===== config.mk =====
export PLATFORM = sky130hd
export DESIGN_NAME = sac_ctrl
export DESIGN_NICKNAME = d
export VERILOG_FILES = /design/src/sac_pkg.sv /design/src/sac_cmp.sv /design/src/sac_ctrl.sv
export SDC_FILE = /design/constraint.sdc
export NUM_CORES = 1
export LEC_CHECK = 0
export ABC_CLOCK_PERIOD_IN_PS = 4700
export BUFFER_PORTS_ARGS = -buffer_cell sky130_fd_sc_hd__buf_4
export CAP_MARGIN = 20
export CORE_ASPECT_RATIO = 1.1
export CORE_MARGIN = 4
export CORE_UTILIZATION = 45
export CTS_BUF_LIST = sky130_fd_sc_hd__clkbuf_8
export CTS_CLUSTER_SIZE = 12
export DETAILED_ROUTE_END_ITERATION = 10
export MAX_ROUTING_LAYER = met4
export PLACE_DENSITY = 0.67
export SYNTH_ARGS = -nofsm -noshare
export SYNTH_HDL_FRONTEND = slang
export SYNTH_HIERARCHICAL = 1
export SYNTH_SLANG_ARGS = --single-unit
export TNS_END_PERCENT = 1

===== constraint.sdc =====
create_clock -name clock -period 4.7 [get_ports clock]
set_clock_uncertainty 0.2 [all_clocks]
set_input_delay 0.47 -clock clock [delete_from_list [all_inputs] [get_ports clock]]
set_output_delay 0.47 -clock clock [all_outputs]
set_load 0.1 [all_outputs]

===== src/sac_pkg.sv =====
// Shared constants, types and helpers for the converter conversion control
package sac_pkg;

  localparam int SAC_BITS = 8;
  localparam int SAC_IN_W = 16;
  localparam logic [7:0] SAC_TRIAL_INIT = 8'h80;
  localparam logic [2:0] SAC_IDX_INIT = 3'h7;
  localparam logic [7:0] SAC_LATCH_RST = 8'h00;
  localparam logic [7:0] SAC_CODE_MIN = 8'h00;
  localparam logic [7:0] SAC_CODE_MAX = 8'hFF;
  localparam logic [7:0] SAC_LSB_ZERO = 8'h00;
  localparam logic [1:0] SAC_STEP_LAST = 2'h3;
  localparam logic [1:0] SAC_STEP_ZERO = 2'h0;

  typedef enum logic [1:0] {
    SAC_IDLE = 2'h1,
    SAC_CONV = 2'h2
  } sac_mode_t;

  typedef struct packed {
    sac_mode_t st;
    logic [7:0] trial;
    logic [2:0] idx;
    logic [1:0] cnt;
    logic [7:0] latch;
    logic done_n;
    logic arm;
    logic oe;
  } sac_state_t;

  // Signed difference of the two inputs; the span is 2^16 units, one code step is 256 units
  function automatic logic [16:0] sac_diff(input logic [15:0] pos, input logic [15:0] neg);
    sac_diff = {1'h0, pos} - {1'h0, neg};
  endfunction : sac_diff

  // Ideal straight binary code of the input difference
  function automatic logic [7:0] sac_ideal(input logic [15:0] pos, input logic [15:0] neg);
    logic [16:0] d;
    d = sac_diff(pos, neg);
    sac_ideal = d[16] ? SAC_CODE_MIN : d[15:8];
  endfunction : sac_ideal

endpackage : sac_pkg


===== src/sac_cmp.sv =====
// Trial comparator of the successive approximation loop
`timescale 1ns/10ps
module sac_cmp
  import sac_pkg::*;
(
  input wire logic [15:0] analog_in_pos,
  input wire logic [15:0] analog_in_neg,
  input wire logic [7:0] trial,
  output logic keep
);

  logic [16:0] d;

  // Negative differences clamp to the bottom code
  always_comb begin
    d = sac_diff(analog_in_pos, analog_in_neg);
    keep = !d[16] && (d[15:0] >= {trial, SAC_LSB_ZERO});
  end

endmodule : sac_cmp


===== src/sac_ctrl.sv =====
// Conversion control: start strobe, restart, result latch and completion flag
`timescale 1ns/10ps
module sac_ctrl
  import sac_pkg::*;
(
  input wire logic clock,
  input wire logic rst,
  input wire logic chip_sel_n,
  input wire logic mem_write_strobe_n,
  input wire logic mem_read_strobe_n,
  input wire logic [15:0] analog_in_pos,
  input wire logic [15:0] analog_in_neg,
  output logic [7:0] data_out,
  output logic data_oe,
  output logic conv_done_n
);

  sac_state_t s_r;
  sac_state_t s_nxt;
  logic keep;
  logic start_pls;
  logic wr_low;
  logic rd_acc;
  logic step_end;
  logic finish;
  logic [7:0] result;

  // Lower bit index; never called on bit zero, so the wrap at zero is harmless
  function automatic logic [2:0] next_idx(input logic [2:0] i);
    next_idx = i - 3'h1;
  endfunction : next_idx

  sac_cmp u_cmp (
    .analog_in_pos(analog_in_pos),
    .analog_in_neg(analog_in_neg),
    .trial(s_r.trial),
    .keep(keep)
  );

  assign wr_low = !chip_sel_n && !mem_write_strobe_n;
  assign rd_acc = !chip_sel_n && !mem_read_strobe_n;
  // Start fires on the release after a low select and strobe were seen together
  assign start_pls = s_r.arm && mem_write_strobe_n;
  assign step_end = (s_r.st == SAC_CONV) && (s_r.cnt == SAC_STEP_LAST);
  assign finish = step_end && (s_r.idx == 3'h0) && !start_pls;

  // Bit under trial resolved by the comparator
  always_comb begin
    result = s_r.trial;
    result[s_r.idx] = keep;
  end

  always_comb begin
    s_nxt = s_r;
    s_nxt.arm = wr_low;
    s_nxt.oe = rd_acc;
    // Flag clears on a read or on the falling strobe, which lets the free-running loop re-arm itself
    if (rd_acc || wr_low) begin
      s_nxt.done_n = 1'h1;
    end
    unique case (s_r.st)
      SAC_IDLE: begin
        s_nxt.cnt = SAC_STEP_ZERO;
      end
      SAC_CONV: begin
        s_nxt.cnt = s_r.cnt + 2'h1;
        s_nxt.done_n = 1'h1;
        if (step_end) begin
          if (s_r.idx == 3'h0) begin
            s_nxt.latch = result;
            s_nxt.done_n = 1'h0;
            s_nxt.st = SAC_IDLE;
          end else begin
            s_nxt.trial = result;
            s_nxt.trial[next_idx(s_r.idx)] = 1'h1;
            s_nxt.idx = next_idx(s_r.idx);
          end
        end
      end
      default: begin
        s_nxt.st = SAC_IDLE;
      end
    endcase
    // Start wins over completion: a partial result is dropped and the old latch stays
    if (start_pls) begin
      s_nxt.st = SAC_CONV;
      s_nxt.trial = SAC_TRIAL_INIT;
      s_nxt.idx = SAC_IDX_INIT;
      s_nxt.cnt = SAC_STEP_ZERO;
      s_nxt.latch = s_r.latch;
      s_nxt.done_n = 1'h1;
    end
  end

  always_ff @(posedge clock) begin
    if (rst) begin
      s_r <= '{st: SAC_IDLE, trial: SAC_TRIAL_INIT, idx: SAC_IDX_INIT, cnt: SAC_STEP_ZERO,
               latch: SAC_LATCH_RST, done_n: 1'h1, arm: 1'h0, oe: 1'h0};
    end else begin
      s_r <= s_nxt;
    end
  end

  assign data_out = s_r.latch;
  assign data_oe = s_r.oe;
  assign conv_done_n = s_r.done_n;

  // Checks

  restart_seq_a: assert property (@(posedge clock) disable iff (rst)
    start_pls && (s_r.st == SAC_CONV) |=> (s_r.st == SAC_CONV) && (s_r.trial == SAC_TRIAL_INIT)
      && (s_r.idx == SAC_IDX_INIT) && (s_r.cnt == SAC_STEP_ZERO))
    else $error("restart did not reset the sequencer");

  latch_hold_a: assert property (@(posedge clock) disable iff (rst)
    !finish |=> $stable(data_out))
    else $error("latch changed without a completed conversion");

  restart_flag_a: assert property (@(posedge clock) disable iff (rst)
    start_pls |=> conv_done_n [*8])
    else $error("completion flag dropped after restart");

  code_value_a: assert property (@(posedge clock) disable iff (rst)
    finish && $stable(analog_in_pos) && $stable(analog_in_neg) && $past(s_r.st == SAC_CONV, 31)
      |=> data_out == $past(sac_ideal(analog_in_pos, analog_in_neg)))
    else $error("converted code differs from ideal code");

  code_floor_a: assert property (@(posedge clock) disable iff (rst)
    finish && (analog_in_pos <= analog_in_neg) |=> data_out == SAC_CODE_MIN)
    else $error("negative or zero input did not give bottom code");

  start_conv_a: assert property (@(posedge clock) disable iff (rst)
    (s_r.st == SAC_CONV) |-> conv_done_n)
    else $error("completion flag low during conversion");

  start_go_a: assert property (@(posedge clock) disable iff (rst)
    $past(wr_low) && mem_write_strobe_n |=> (s_r.st == SAC_CONV))
    else $error("strobe release did not start a conversion");

  done_flag_a: assert property (@(posedge clock) disable iff (rst)
    finish |=> !conv_done_n && (s_r.st == SAC_IDLE))
    else $error("completion did not drive the flag low");

  read_clear_a: assert property (@(posedge clock) disable iff (rst)
    rd_acc && !finish && !start_pls |=> conv_done_n && data_oe)
    else $error("read did not clear the flag or drive the bus");

  // Reset state, bit sequence and flag lifetime

  reset_state_a: assert property (@(posedge clock)
    rst |=> (data_out == SAC_LATCH_RST) && !data_oe && conv_done_n
      && (s_r.st == SAC_IDLE))
    else $error("reset did not return the outputs to idle");

  start_fresh_a: assert property (@(posedge clock) disable iff (rst)
    start_pls |=> (s_r.st == SAC_CONV) && (s_r.trial == SAC_TRIAL_INIT)
      && (s_r.idx == SAC_IDX_INIT) && conv_done_n)
    else $error("start did not launch a fresh conversion");

  abort_keep_a: assert property (@(posedge clock) disable iff (rst)
    start_pls && (s_r.st == SAC_CONV) |=> $stable(data_out))
    else $error("restart changed the output latch");

  abort_flag_a: assert property (@(posedge clock) disable iff (rst)
    start_pls && (s_r.st == SAC_CONV) |=> conv_done_n && (s_r.st == SAC_CONV))
    else $error("restart let the completion flag drop");

  step_order_a: assert property (@(posedge clock) disable iff (rst)
    step_end && (s_r.idx != 3'h0) && !start_pls
      |=> (s_r.st == SAC_CONV) && (s_r.idx == next_idx($past(s_r.idx))) && (s_r.cnt == SAC_STEP_ZERO))
    else $error("bit sequence skipped or repeated a step");

  trial_bit_a: assert property (@(posedge clock) disable iff (rst)
    (s_r.st == SAC_CONV) |-> s_r.trial[s_r.idx]
      && ((s_r.trial & ((8'h01 << s_r.idx) - 8'h01)) == SAC_CODE_MIN))
    else $error("trial code does not probe the current bit");

  latch_load_a: assert property (@(posedge clock) disable iff (rst)
    finish |=> data_out == $past(result))
    else $error("completion did not load the resolved code");

  code_top_a: assert property (@(posedge clock) disable iff (rst)
    finish && (sac_ideal(analog_in_pos, analog_in_neg) == SAC_CODE_MAX) |=> data_out == SAC_CODE_MAX)
    else $error("full-scale input did not give the top code");

  done_stand_a: assert property (@(posedge clock) disable iff (rst)
    !conv_done_n && !rd_acc && !wr_low && !start_pls |=> !conv_done_n && $stable(data_out))
    else $error("completion flag or latch changed without an access");

  write_clear_a: assert property (@(posedge clock) disable iff (rst)
    wr_low && !finish |=> conv_done_n && s_r.arm)
    else $error("select and strobe low did not clear the flag");

  oe_follow_a: assert property (@(posedge clock) disable iff (rst)
    !rd_acc |=> !data_oe)
    else $error("data bus driven without a read access");

  idle_stay_a: assert property (@(posedge clock) disable iff (rst)
    (s_r.st == SAC_IDLE) && !start_pls |=> (s_r.st == SAC_IDLE))
    else $error("conversion began without a start");

  restart_c: cover property (@(posedge clock) disable iff (rst) start_pls && (s_r.st == SAC_CONV));
  finish_c: cover property (@(posedge clock) disable iff (rst) finish ##1 !conv_done_n);
  read_c: cover property (@(posedge clock) disable iff (rst) !conv_done_n ##1 rd_acc);
  full_code_c: cover property (@(posedge clock) disable iff (rst) finish && (result == SAC_CODE_MAX));
  free_run_c: cover property (@(posedge clock) disable iff (rst)
    !conv_done_n && wr_low ##1 start_pls);

endmodule : sac_ctrl


==> results of run 1 <==
cell families after synthesis:
group | Yosys count | synth area share
multiplexers | 7 | 0.02719
flip-flops | 26 | 0.2019
adder cells (fa/ha/maj) | 30 | 0.1485
AND/OR/NAND/NOR | 97 | 0.2107
buffers and inverters | 58 | 0.1097
AO/OA/AOI/OAI | 97 | 0.2646
XOR/XNOR | 11 | 0.03738
cell type report:
type                            count  area (um2)  share of cell area
Clock buffer                        3       41.29             0.01408
Inverter                           34       127.6             0.04352
Multi-Input combinational cell    242        1774              0.6049
Sequential cell                    26       520.5              0.1775
Tap cell                           75       93.84             0.03200
Timing Repair Buffer               50       375.4              0.1280
synth_stat cells (all sizes together) (2+ instances only):
cell    count  area share
a21oi      36       0.070
o31a        2      0.0068
o41ai       2      0.0068
mux2i       7       0.027
o21a        2      0.0058
clkbuf      4      0.0058
o21ai       9       0.019
nor3b       5       0.017
xnor2       5       0.017
nor3       11       0.021
nand2b      7       0.017
inv        34       0.050
a21boi      3      0.0087
xor2        6       0.020
a311oi      7       0.026
nor2b       8       0.019
a211oi      8       0.037
dfxtp      26        0.20
o211ai      6       0.017
nand4       5       0.012
nand3      10       0.019
o22ai       2      0.0049
a31oi       5       0.012
and3b       2      0.0068
or2         2      0.0049
o31ai       3      0.0087
o221ai      2      0.0068
and2        3      0.0083
a21o        3      0.0087
buf        20       0.054
nand3b      5       0.015
nor2       13       0.019
ha         29        0.14
nand2      19       0.028
worst max-delay path: cells and delay by family:
| kind | cells | cell delay [ps] |
|---|---|---|
| AO/OA/AOI/OAI | 9 | 2150 |
| XOR/XNOR | 1 | 130 |
| adder cells (fa/ha/maj) | 2 | 590 |
| buffers and inverters | 2 | 320 |
| multiplexers | 1 | 130 |
| AND/OR/NAND/NOR | 3 | 370 |
layer usage:
metal	vias to the layer above	GRT usage	routed length [um]
met4	0	0.02919	25
met3	4	0.01449	256
met1	1108	0.2333	2804
met5	-	-	0
met2	75	0.3035	2861
li1	1233	-	-
through the flow:
stage	hold WS, ps	worst slack (ps)	total power, uW	utilization
global route	176.5	204.8	584.6	0.5366
global placement	245.6	357.2	423.9	0.5291
CTS	166.5	501.8	551.4	0.5366
floorplan	235.6	405.8	365.4	-
detailed placement	254.2	248.7	425.9	0.5291
finish	168.9	501.2	547.6	0.5366
worst paths after layout:
| kind | slack [ps] | to | startpoint |
|---|---|---|---|
| setup / recovery | 500 | s_r[20] | analog_in_pos[6] |
| hold / removal | 170 | data_oe | mem_read_strobe_n |
| setup reg to reg | 1970 | s_r[20] | s_r[18] |
| hold reg to reg | 270 | s_r[12] | s_r[12] |
state kept, by name (all words and copies together), names as in the netlist:
register     count
s_r             16
data_out         8
data_oe          1
conv_done_n      1
power groups by stage:
stage	logic, uW	clock network [uW]	registers (uW)
after CTS	200	129	222
after global routing	228	134	222
after detailed placement	199	0	227
final	201	125	222
after global placement	197	0	227
after floorplan	136	0	230
==> summary.md, run 1 <==
The flow ran to the end, and the final reports show no timing, DRC or antenna violations. The final max-slew violation count is 0, and the floorplan die height is 87.38 um. In this run the static leakage power is 0.001268 uW.

For the post-layout instance count excluding filler cells, the log shows 430. The largest vdd supply drop is 206.0 uV. The placed instances occupy a cell area of 2892 um2. Startpoint type of the worst setup path: a primary input. No sink is reached through more buffers than the 2 on the longest clock path. The top flip-flop cell by instance count after synthesis is sky130_fd_sc_hd__dfxtp_1. The tools report the number of nets in the final layout as 424.

The initial antenna violation count was 0. The number of port buffers is 46, and the fraction of registers with async set or reset after synthesis is 0. For this design, the sink count on the clock tree is 26. The largest stage delay on the critical path is 340 ps. On the critical path, the stage with the largest delay is an instance of sky130_fd_sc_hd__a311oi_1.

The average wire per cell in the routed design is 13.83 um, and the DRC violation count after routing is 0. The floorplan has 28 rows. After clock tree synthesis, the setup repair step added 0 buffers.

In this run the remaining antenna-violating nets after routing total 0. The maximum level of the CTS H-tree was 1. Clock transition at the registers of the reported paths: 80 ps.

The run gives 427 as the post-placement cell count. TritonCTS built the clock tree. Compared with the post-synthesis result, the final layout area differs by 13.79%.

Along the worst path, the maximum fanout reaches 12. The tools report the cell area after synthesis as 2577 um2. Counting every instance in the synthesized netlist gives 326. Leaving out fill and tap cells, the most frequent cells in the layout are 50 x sky130_fd_sc_hd__buf_4, 36 x sky130_fd_sc_hd__a21oi_1, 34 x sky130_fd_sc_hd__inv_1. Setup repair after global routing left no endpoint under its margin.

Measured in cells, the most critical reg-to-reg path has a length of 11. Detailed placement finished with a half-perimeter wire length of 4702 um. The number of antenna diodes is 0.

Number of hold-slack violations in the final timing report: 0. The signal on the critical path passes through buf_4 > ha_1 > a21oi_1 > o22ai_1 > a311oi_1 > nor2_1 > a311oi_1 > xnor2_1 > ha_1 > nand4_1 > nor2_1 > o2111ai_1 > a311o_1 > a2111o_1 > a21oi_1 > buf_4 > mux2i_1 > a311oi_1. The synthesized design contains 0 enable-type register cells. The period utilization works out to 0.8934.

Along the worst hold path, the cell count comes to 2. Starting utilization of the core area: 0.4716. The number of global-route vias before repair is 2266.

The required time reported for the critical path endpoint is 4680 ps, and the count of distinct cell types in the synthesized netlist is 57. The path class of the tightest hold or removal check is in2reg. The residual overflow from global routing came out at 0.

The filler cell count in the final layout came out at 535. The internal cell power is 372.5 uW, and the normalized max-slew margin is 0.5150. Once layout is done, the placed cells without fillers occupy 2933 um2.

The number of DRC markers after the initial detailed-route iteration was 132; the final critical-path required period was 4199 ps. For this design the total switching power over the nets is 175.0 uW. The tools report the share of the yosys chip area belonging to registers as 0.2019. The CTS buffer count was 3. At the pin with the least slew margin, the transition time is 726.5 ps. The count of TritonRoute iterations in the first routing pass was 4.

The width of the die was 80.16 um. The tree is rooted in a sky130_fd_sc_hd__clkbuf_8. The post-synthesis area per instance is 7.906 um2. The relative contribution of sequential cells to total power was 0.406; the average via count per standard cell was 5.628. The synthesis-stage register bit count works out to 26. Setup total negative slack on the finished layout was measured at 0 ps. For the total global routing track utilization, the log shows 0.1781. The net count after synthesis is 393. STA classifies the critical path endpoint as a flop.

The wire length of the first global-routing pass is 10250 um. The hold buffer count at CTS was 0; the detailed-route via count was 2420. Among the stages of the critical path, the cell type that occurs most often is sky130_fd_sc_hd__a311oi_1. The maximum number of pins on one net before global-route repair came out at 23. Post-CTS repair changed the size of 0 cells. Core footprint: 5465 um2.

The clock latency of the later-clocked register in the worst-skew pair was 270 ps. The post-detailed-routing wire length is 5948 um. The fraction of final layout cells sized beyond drive strength 1 is 0.1915.

Leaving out fill and tap cells, the most frequent cell in the layout is sky130_fd_sc_hd__buf_4. The relative contribution of the clock network to total power was 0.228; the maximum frequency from static timing analysis was 238.2 MHz. The yosys synthesis warning count is 6, and the setup violation total in the final timing report is 0. The fraction of power spent switching nets was 0.3197. For the relative contribution of combinational cells to total power, the log shows 0.367.

The area enclosed by the die boundary is 7004 um2, and the power density normalized to cell area is 186.7 nW/um2. The critical path is of the in2reg type. The arrival time reported for the critical path endpoint was 4180 ps; the count of max-cap constraint violations was 0. For this design the top-level I/O count stands at 47.

For the placer's final routability congestion estimate, the log shows 0.8775.
No activity file was read; power rests on OpenSTA's default activity.
==> run 2, diff against run 1 <==
--- a/config.mk
+++ b/config.mk
@@ -5,7 +5,7 @@
 export SDC_FILE = /design/constraint.sdc
 export NUM_CORES = 1
 export LEC_CHECK = 0
-export ABC_CLOCK_PERIOD_IN_PS = 4700
+export ABC_CLOCK_PERIOD_IN_PS = 4450
 export BUFFER_PORTS_ARGS = -buffer_cell sky130_fd_sc_hd__buf_4
 export CAP_MARGIN = 20
 export CORE_ASPECT_RATIO = 1.1
==> constraint.sdc (replaced) <==
create_clock -name clock -period 4.45 [get_ports clock]
set_clock_uncertainty 0.2 [all_clocks]
set_input_delay 0.445 -clock clock [delete_from_list [all_inputs] [get_ports clock]]
set_output_delay 0.445 -clock clock [all_outputs]
set_load 0.1 [all_outputs]
==> run 2 against run 1 <==
Compared with the run above:
- sequential cell count unchanged
- via count decreased by 0.29%
- total power increased by 20%
- sequential share of layout area decreased by 0.44 points
- register-to-register slack got worse by 250 ps
- critical endpoint is now data_out[5]
- critical path type unchanged
- critical path depth increased by 3
- count of clock-buffer cells in the layout unchanged
- final area increased by 2.5%
- setup slack got worse by 170 ps
- sequential power increased by 6%
- wire length decreased by 1.1%
- cell count increased by 1.4%
- largest power group unchanged
==> summary.md, run 2 (synthesized netlist as in run 1, its figures left out) <==
Startpoint of the most critical hold path: chip_sel_n. The initial antenna violation count is 0, and the total global routing track utilization is 0.1794. The run gives 47 as the number of placed I/O pins. At the pin with the least slew margin, the transition time is 693.5 ps.

On the worst path, the slowest cell contributes a delay of 520 ps. The area growth from synthesis to layout works out to 16.65%. Max-cap violations in this run came to 0. The setup slack of the most critical reg-to-reg path is 1720 ps, and the period utilization is 0.9251. The number of global-route vias before repair came out at 2346. The number of antenna diodes in the final layout is 0. In this run the core area contains 28 standard-cell rows. The largest vdd supply drop was 184.7 uV. The tools report the nature of the critical path endpoint as a flop. The path class of the tightest hold or removal check is in2reg.

The tools report the endpoint with the worst hold slack as s_r[1]. The count of buffers added on input and output ports is 46. The startpoint type of the worst setup path is a primary input.

The post-detailed-routing wire length was 5881 um; the floorplan die height was 87.38 um. The tools report the core footprint as 5465 um2. The register with the most flip-flops is s_r. The placer's final routability congestion estimate is 0.8523, and the leakage component of the power is 0.001309 uW. The logs give 4641 um for the final HPWL from detailed placement and 0 for the final max-slew violation count. The tools report the clock root buffer as sky130_fd_sc_hd__clkbuf_8.

The number of cells on the worst reg-to-reg path is 12. Derived from the worst setup path, the maximum achievable clock frequency is 242.9 MHz. For this run, the detailed router's first-pass iteration total came to 5. In the final routed layout, each cell accounts on average for 13.49 um. The setup TNS after final layout came out at 0 ps. The post-detailed-route count of antenna-violating nets is 0.

Entering global routing, the biggest net connects 23 pins. The die is 80.16 um wide. Leaving out fill and tap cells, the most frequent cell in the layout is sky130_fd_sc_hd__buf_4.

The CTS buffer count is 3, and the required time reported for the critical path endpoint is 4460 ps. The register with the most flip-flops in the layout has 16 of them. The flow ran to the end, and the final reports show no timing, DRC or antenna violations. Cell repeated most along the worst path: sky130_fd_sc_hd__buf_4.

The die covers 7004 um2. The startpoint identified for the worst register-to-register timing path is s_r[19]. Traced cell by cell, the critical path runs through buf_4 > inv_1 > ha_1 > fa_1 > nor2b_1 > o31a_1 > o21ai_2 > a31oi_1 > or4b_1 > nand3_1 > ha_1 > nand4_1 > nor2_1 > o2111ai_1 > a311o_1 > a2111o_1 > a21oi_1 > buf_4 > buf_4 > mux2i_1 > a211oi_2. The run gives 0.4716 as the starting utilization of the core area. Data on the critical path arrives at its endpoint at 4130 ps. The largest buffer count on any clock path is 2.

On the critical path, the stage with the largest delay is an instance of sky130_fd_sc_hd__or4b_1. The normalized max-slew margin was 0.5370; the detailed-route via count was 2413. Together, buffers and inverters on the worst path number 4. Along the worst path, the maximum fanout reaches 8.

The residual overflow from global routing was 0; the number of cells on the worst hold path was 2. The logs give 10240 um for the wire length of the first global-routing pass and 1 for the maximum level of the CTS H-tree. The average via count per standard cell was 5.534. The tools report the clock latency of the later-clocked register in the worst-skew pair as 280 ps. The fraction of final layout cells sized beyond drive strength 1 is 0.2078.

Clock transition at the registers of the reported paths: 100 ps. Setup repair after global routing left no endpoint under its margin. The clock net in this run drives a total of 26 sinks. The number of DRC markers after the initial detailed-route iteration was 117; the DRC violation count after routing was 0. Number of nets in the final layout: 429.

Counting I/O delays and the setup requirement, the final critical path takes 4117 ps. Setup violations remaining at the end of the flow were counted as 0. The kind of cell with the highest combined delay on the critical path was compound AO/OA/AOI/OAI gates. Total power for the finished layout comes to 654.4 uW. In this run the critical register-to-register path is captured at data_out[5]. The setup path with the least slack is of type in2reg. The tools report the number of hold-slack violations in the final timing report as 0. In the layout the commonest cells are 55 x sky130_fd_sc_hd__buf_4, 36 x sky130_fd_sc_hd__a21oi_1, 34 x sky130_fd_sc_hd__inv_1. TritonCTS built the clock tree. The power density normalized to cell area works out to 217.7 nW/um2.
==> run 2: per-stage QoR <==
| step | cell area (um2) | setup slack [ps] | std cells | utilization | hold WS, ps |
|---|---|---|---|---|---|
| after global routing | 3007 | 26.17 | 436 | 0.5501 | 133.3 |
| after floorplan | 2577 | 180.8 | 326 | - | 235.6 |
| after global placement | 2914 | 141.1 | 430 | 0.5332 | 243.3 |
| final | 3007 | 333.2 | 436 | 0.5501 | 135.0 |
| after detailed placement | 2914 | 16.75 | 430 | 0.5332 | 252.6 |
| after CTS | 2985 | 287.2 | 434 | 0.5462 | 133.4 |
==> run 2: power breakdown <==
part | leakage [uW] | switching [uW] | internal (uW) | total (uW)
sequential | 0.000210 | 0.663 | 234 | 235
combinational | 0.00106 | 115 | 106 | 221
clock | 0.0000357 | 78.2 | 120 | 199
total | 0.00131 | 194 | 460 | 654
==> run 2: layout make-up <==
cell class | instances | area, um2
fill | 548 | 2459
multi-input combinational | 242 | 1780
sequential | 26 | 520.5
timing repair buffer | 55 | 412.9
inverter | 34 | 127.6
tap | 75 | 93.84
clock buffer | 3 | 41.29
clock inverter | 1 | 30.03
==> run 2: metal layers <==
metal	track usage	vias up	wire length, um
met5	-	-	0
met2	0.2989	67	2789
met4	0.04301	0	48
met3	0.02070	7	296
met1	0.2314	1092	2747
li1	-	1247	-
==> run 2: repair_timing <==
| item | CTS | global route |
|---|---|---|
| hold buffers | 0 | 0 |
| endpoints found under the setup margin | 0 | 4 |
| gates resized for setup | 0 | 1 |
| buffers inserted | 0 | 2 |
==> run 2: how the worst max path moves through the flow <==
| stage | cells past startpoint | endpoint | slack (ps) | start |
|---|---|---|---|---|
| 2_1_floorplan | 19 | s_r[16] | 180 | analog_in_neg[4] |
| 3_3_place_gp | 20 | s_r[18] | 140 | analog_in_pos[0] |
| 3_5_place_dp | 18 | s_r[18] | 20 | analog_in_pos[6] |
| 4_1_cts | 18 | s_r[18] | 290 | analog_in_pos[6] |
| 5_1_grt | 20 | s_r[18] | 30 | analog_in_pos[0] |
| 6_report | 21 | data_out[5] | 330 | analog_in_pos[0] |
==> run 3, diff against run 2 <==
--- a/config.mk
+++ b/config.mk
@@ -5,17 +5,18 @@
 export SDC_FILE = /design/constraint.sdc
 export NUM_CORES = 1
 export LEC_CHECK = 0
+export ABC_AREA = 0
 export ABC_CLOCK_PERIOD_IN_PS = 4450
 export BUFFER_PORTS_ARGS = -buffer_cell sky130_fd_sc_hd__buf_4
 export CAP_MARGIN = 20
 export CORE_ASPECT_RATIO = 1.1
 export CORE_MARGIN = 4
-export CORE_UTILIZATION = 45
+export CORE_UTILIZATION = 54
 export CTS_BUF_LIST = sky130_fd_sc_hd__clkbuf_8
 export CTS_CLUSTER_SIZE = 12
 export DETAILED_ROUTE_END_ITERATION = 10
 export MAX_ROUTING_LAYER = met4
-export PLACE_DENSITY = 0.67
+export PLACE_DENSITY = 0.78
 export SYNTH_ARGS = -nofsm -noshare
 export SYNTH_HDL_FRONTEND = slang
 export SYNTH_HIERARCHICAL = 1
==> constraint.sdc (replaced) <==
create_clock -name clock -period 4.45 [get_ports clock]
set_clock_uncertainty 0.2 [all_clocks]
set_input_delay 0.445 -clock clock [delete_from_list [all_inputs] [get_ports clock]]
set_output_delay 0.445 -clock clock [all_outputs]
set_load 0.01 [all_outputs]
==> run 3 against run 2 <==
Compared with the run above:
- cell count decreased by 4.1%
- setup slack got worse by 27 ps
- sequential cell count unchanged
- clock power is essentially flat
- sequential share of layout area is 0.13 points higher
- global-route usage is 3.3 points higher
- critical endpoint is now s_r[18]
- largest power group unchanged
==> summary.md, run 3 (synthesized netlist as in run 1, its figures left out) <==
The clock net in this run drives a total of 26 sinks. Based on the critical path, the design can be clocked at up to 241.3 MHz. In this run the cell area measured after placement is 2913 um2. The normalized max-slew margin was 0.5106. The tools report the startpoint type of the worst setup path as a primary input. The total global routing track utilization was 0.2123.

The worst setup path is captured at a flop. The arrival time reported for the critical path endpoint is 4140 ps. For this block, the via count after detailed routing is 2486.

The number of port buffers works out to 46. Using the TritonRoute via totals, the vias-per-cell ratio works out to 5.947. The wire-length estimate of the detail-placed layout is 4654 um. Period utilization: 0.9312. Post-detailed-routing wire length: 5977 um. The post-detailed-route count of antenna-violating nets was 0.

The run gives 407 as the filler cell count in the final layout. The critical path in this run is classified as in2reg. Setup total negative slack on the finished layout was measured at 0 ps. The largest fanout on the critical path works out to 12.

The required time reported for the critical path endpoint came out at 4440 ps. The library cell used most frequently in the layout, excluding fill and tap cells, is sky130_fd_sc_hd__buf_4. In this run the power density over the cells is 217.6 nW/um2. The setup violation total in the final timing report was 0; the clock transition at the registers of the reported paths was 90 ps.

Final critical-path required period: 4144 ps. The logs give 0 for the DRC violation count after routing and 205.1 uV for the largest vdd supply drop. The top cell types in the final layout, fill and taps aside, are 56 x sky130_fd_sc_hd__buf_4, 36 x sky130_fd_sc_hd__a21oi_1, 34 x sky130_fd_sc_hd__inv_1. Sequential cell area: 520.5 um2. The register with the most flip-flops is s_r. The number of global-route vias before repair was 2306.

Setup repair after global routing left no endpoint under its margin. The width of the die is 73.87 um. For the number of post-CTS setup repair buffers, the log shows 0.

The design draws 649.3 uW. Summing all non-filler instances in the final layout gives an area of 2984 um2. The total area of multi-input combinational cells was 1774 um2; the number of hold-slack violations in the final timing report was 0.

The tree is rooted in a sky130_fd_sc_hd__clkbuf_8. Row generation in the floorplan step produced 26 rows. The min-delay analysis places its worst path in the category in2reg. 0 antenna diodes ended up in the layout. The placer's final routability congestion estimate was 0.9303. The initial antenna violation count was 0; the average wire per cell in the routed design was 14.30 um.

The maximum number of pins on one net before global-route repair was 23; the fraction of final layout cells sized beyond drive strength 1 was 0.2072. During I/O placement, the number of pins put on the boundary was 47. TritonCTS built the clock tree. In this run the static leakage power is 0.001312 uW.

The maximum level of the CTS H-tree was 1. Max-cap violations in this run came to 0. At the later pin of the worst-skew pair, clock insertion delay measures 280 ps. The first routing iteration left 104 violations. The floorplan step defined a die boundary enclosing 5944 um2. The flow ran to the end, and the final reports show no timing, DRC or antenna violations. The final max-slew violation count is 0.

The count of cells resized by post-cts repair came out at 0. For this design, the CTS-stage hold fixing added 0 buffers. The first TritonRoute pass finished after 4 iterations. At the pin with the least slew margin, the transition time is 733.1 ps. The first global-routing pass estimated 9956 um of wire.

The core footprint is 4619 um2, and the residual overflow from global routing is 0. Flip-flop count of the largest register, all copies and words added: 16. The final layout contains 430 nets.

The area growth from synthesis to layout is 15.78%. No sink is reached through more buffers than the 2 on the longest clock path. The run gives 0.5580 as the starting utilization of the core area. CTS buffer count: 3.

The die is 80.46 um tall.
-- run 3: cell type report --
| cell class | instances | share of cell area |
|---|---|---|
| tap | 56 | 0.02348 |
| multi-input combinational | 242 | 0.5945 |
| clock inverter | 1 | 0.01006 |
| timing repair buffer | 56 | 0.1409 |
| clock buffer | 3 | 0.01384 |
| inverter | 34 | 0.04277 |
| sequential | 26 | 0.1744 |
-- run 3: power breakdown --
group	total [uW]	switching, uW	leakage [uW]	internal [uW]
clock network	199	78.3	0.0000357	121
registers	235	0.704	0.000210	234
logic	216	111	0.00107	105
-- run 3: path summary, 6_finish.rpt --
path                                end  cells past startpoint         startpoint  slack, ps
worst min register to register  s_r[12]                      2            s_r[12]        260
worst min-delay path            data_oe                      2  mem_read_strobe_n        130
worst max register to register  s_r[18]                     11            s_r[19]       1720
worst max-delay path            s_r[18]                     20   analog_in_pos[0]        310
-- run 3: critical path, cell delays in order --
cell and delay, ps:
sky130_fd_sc_hd__buf_4 80, sky130_fd_sc_hd__inv_1 30, sky130_fd_sc_hd__ha_1 210, sky130_fd_sc_hd__fa_1 410, sky130_fd_sc_hd__nor2b_1 170, sky130_fd_sc_hd__o31a_1 240
sky130_fd_sc_hd__o21ai_2 110, sky130_fd_sc_hd__a31oi_1 230, sky130_fd_sc_hd__or4b_1 160, sky130_fd_sc_hd__nand3_1 70, sky130_fd_sc_hd__ha_1 320, sky130_fd_sc_hd__nand4_1 110
sky130_fd_sc_hd__nor2_1 120, sky130_fd_sc_hd__o2111ai_1 110, sky130_fd_sc_hd__a311o_1 290, sky130_fd_sc_hd__a2111o_1 280, sky130_fd_sc_hd__a21oi_1 140, sky130_fd_sc_hd__buf_4 200
sky130_fd_sc_hd__mux2i_1 140, sky130_fd_sc_hd__a311oi_1 270
-- run 3: layer usage --
metal	routed length, um	part of all wire	track usage	up-vias
met3	334	0.056	0.02128	9
li1	-	-	-	1253
met1	2555	0.43	0.2517	1151
met5	0	0	-	-
met2	2998	0.50	0.3732	73
met4	89	0.015	0.06522	0
-- run 3: metrics by stage --
step / hold slack (ps) / utilization / cells / setup WS, ps
finish: 126.8 / 0.6460 / 418 / 306.0
global route: 132.4 / 0.6460 / 418 / 16.67
CTS: 124.9 / 0.6460 / 418 / 302.5
detailed placement: 252.0 / 0.6306 / 414 / 21.02
global placement: 247.5 / 0.6306 / 414 / 107.3
floorplan: 235.6 / - / 326 / 180.8
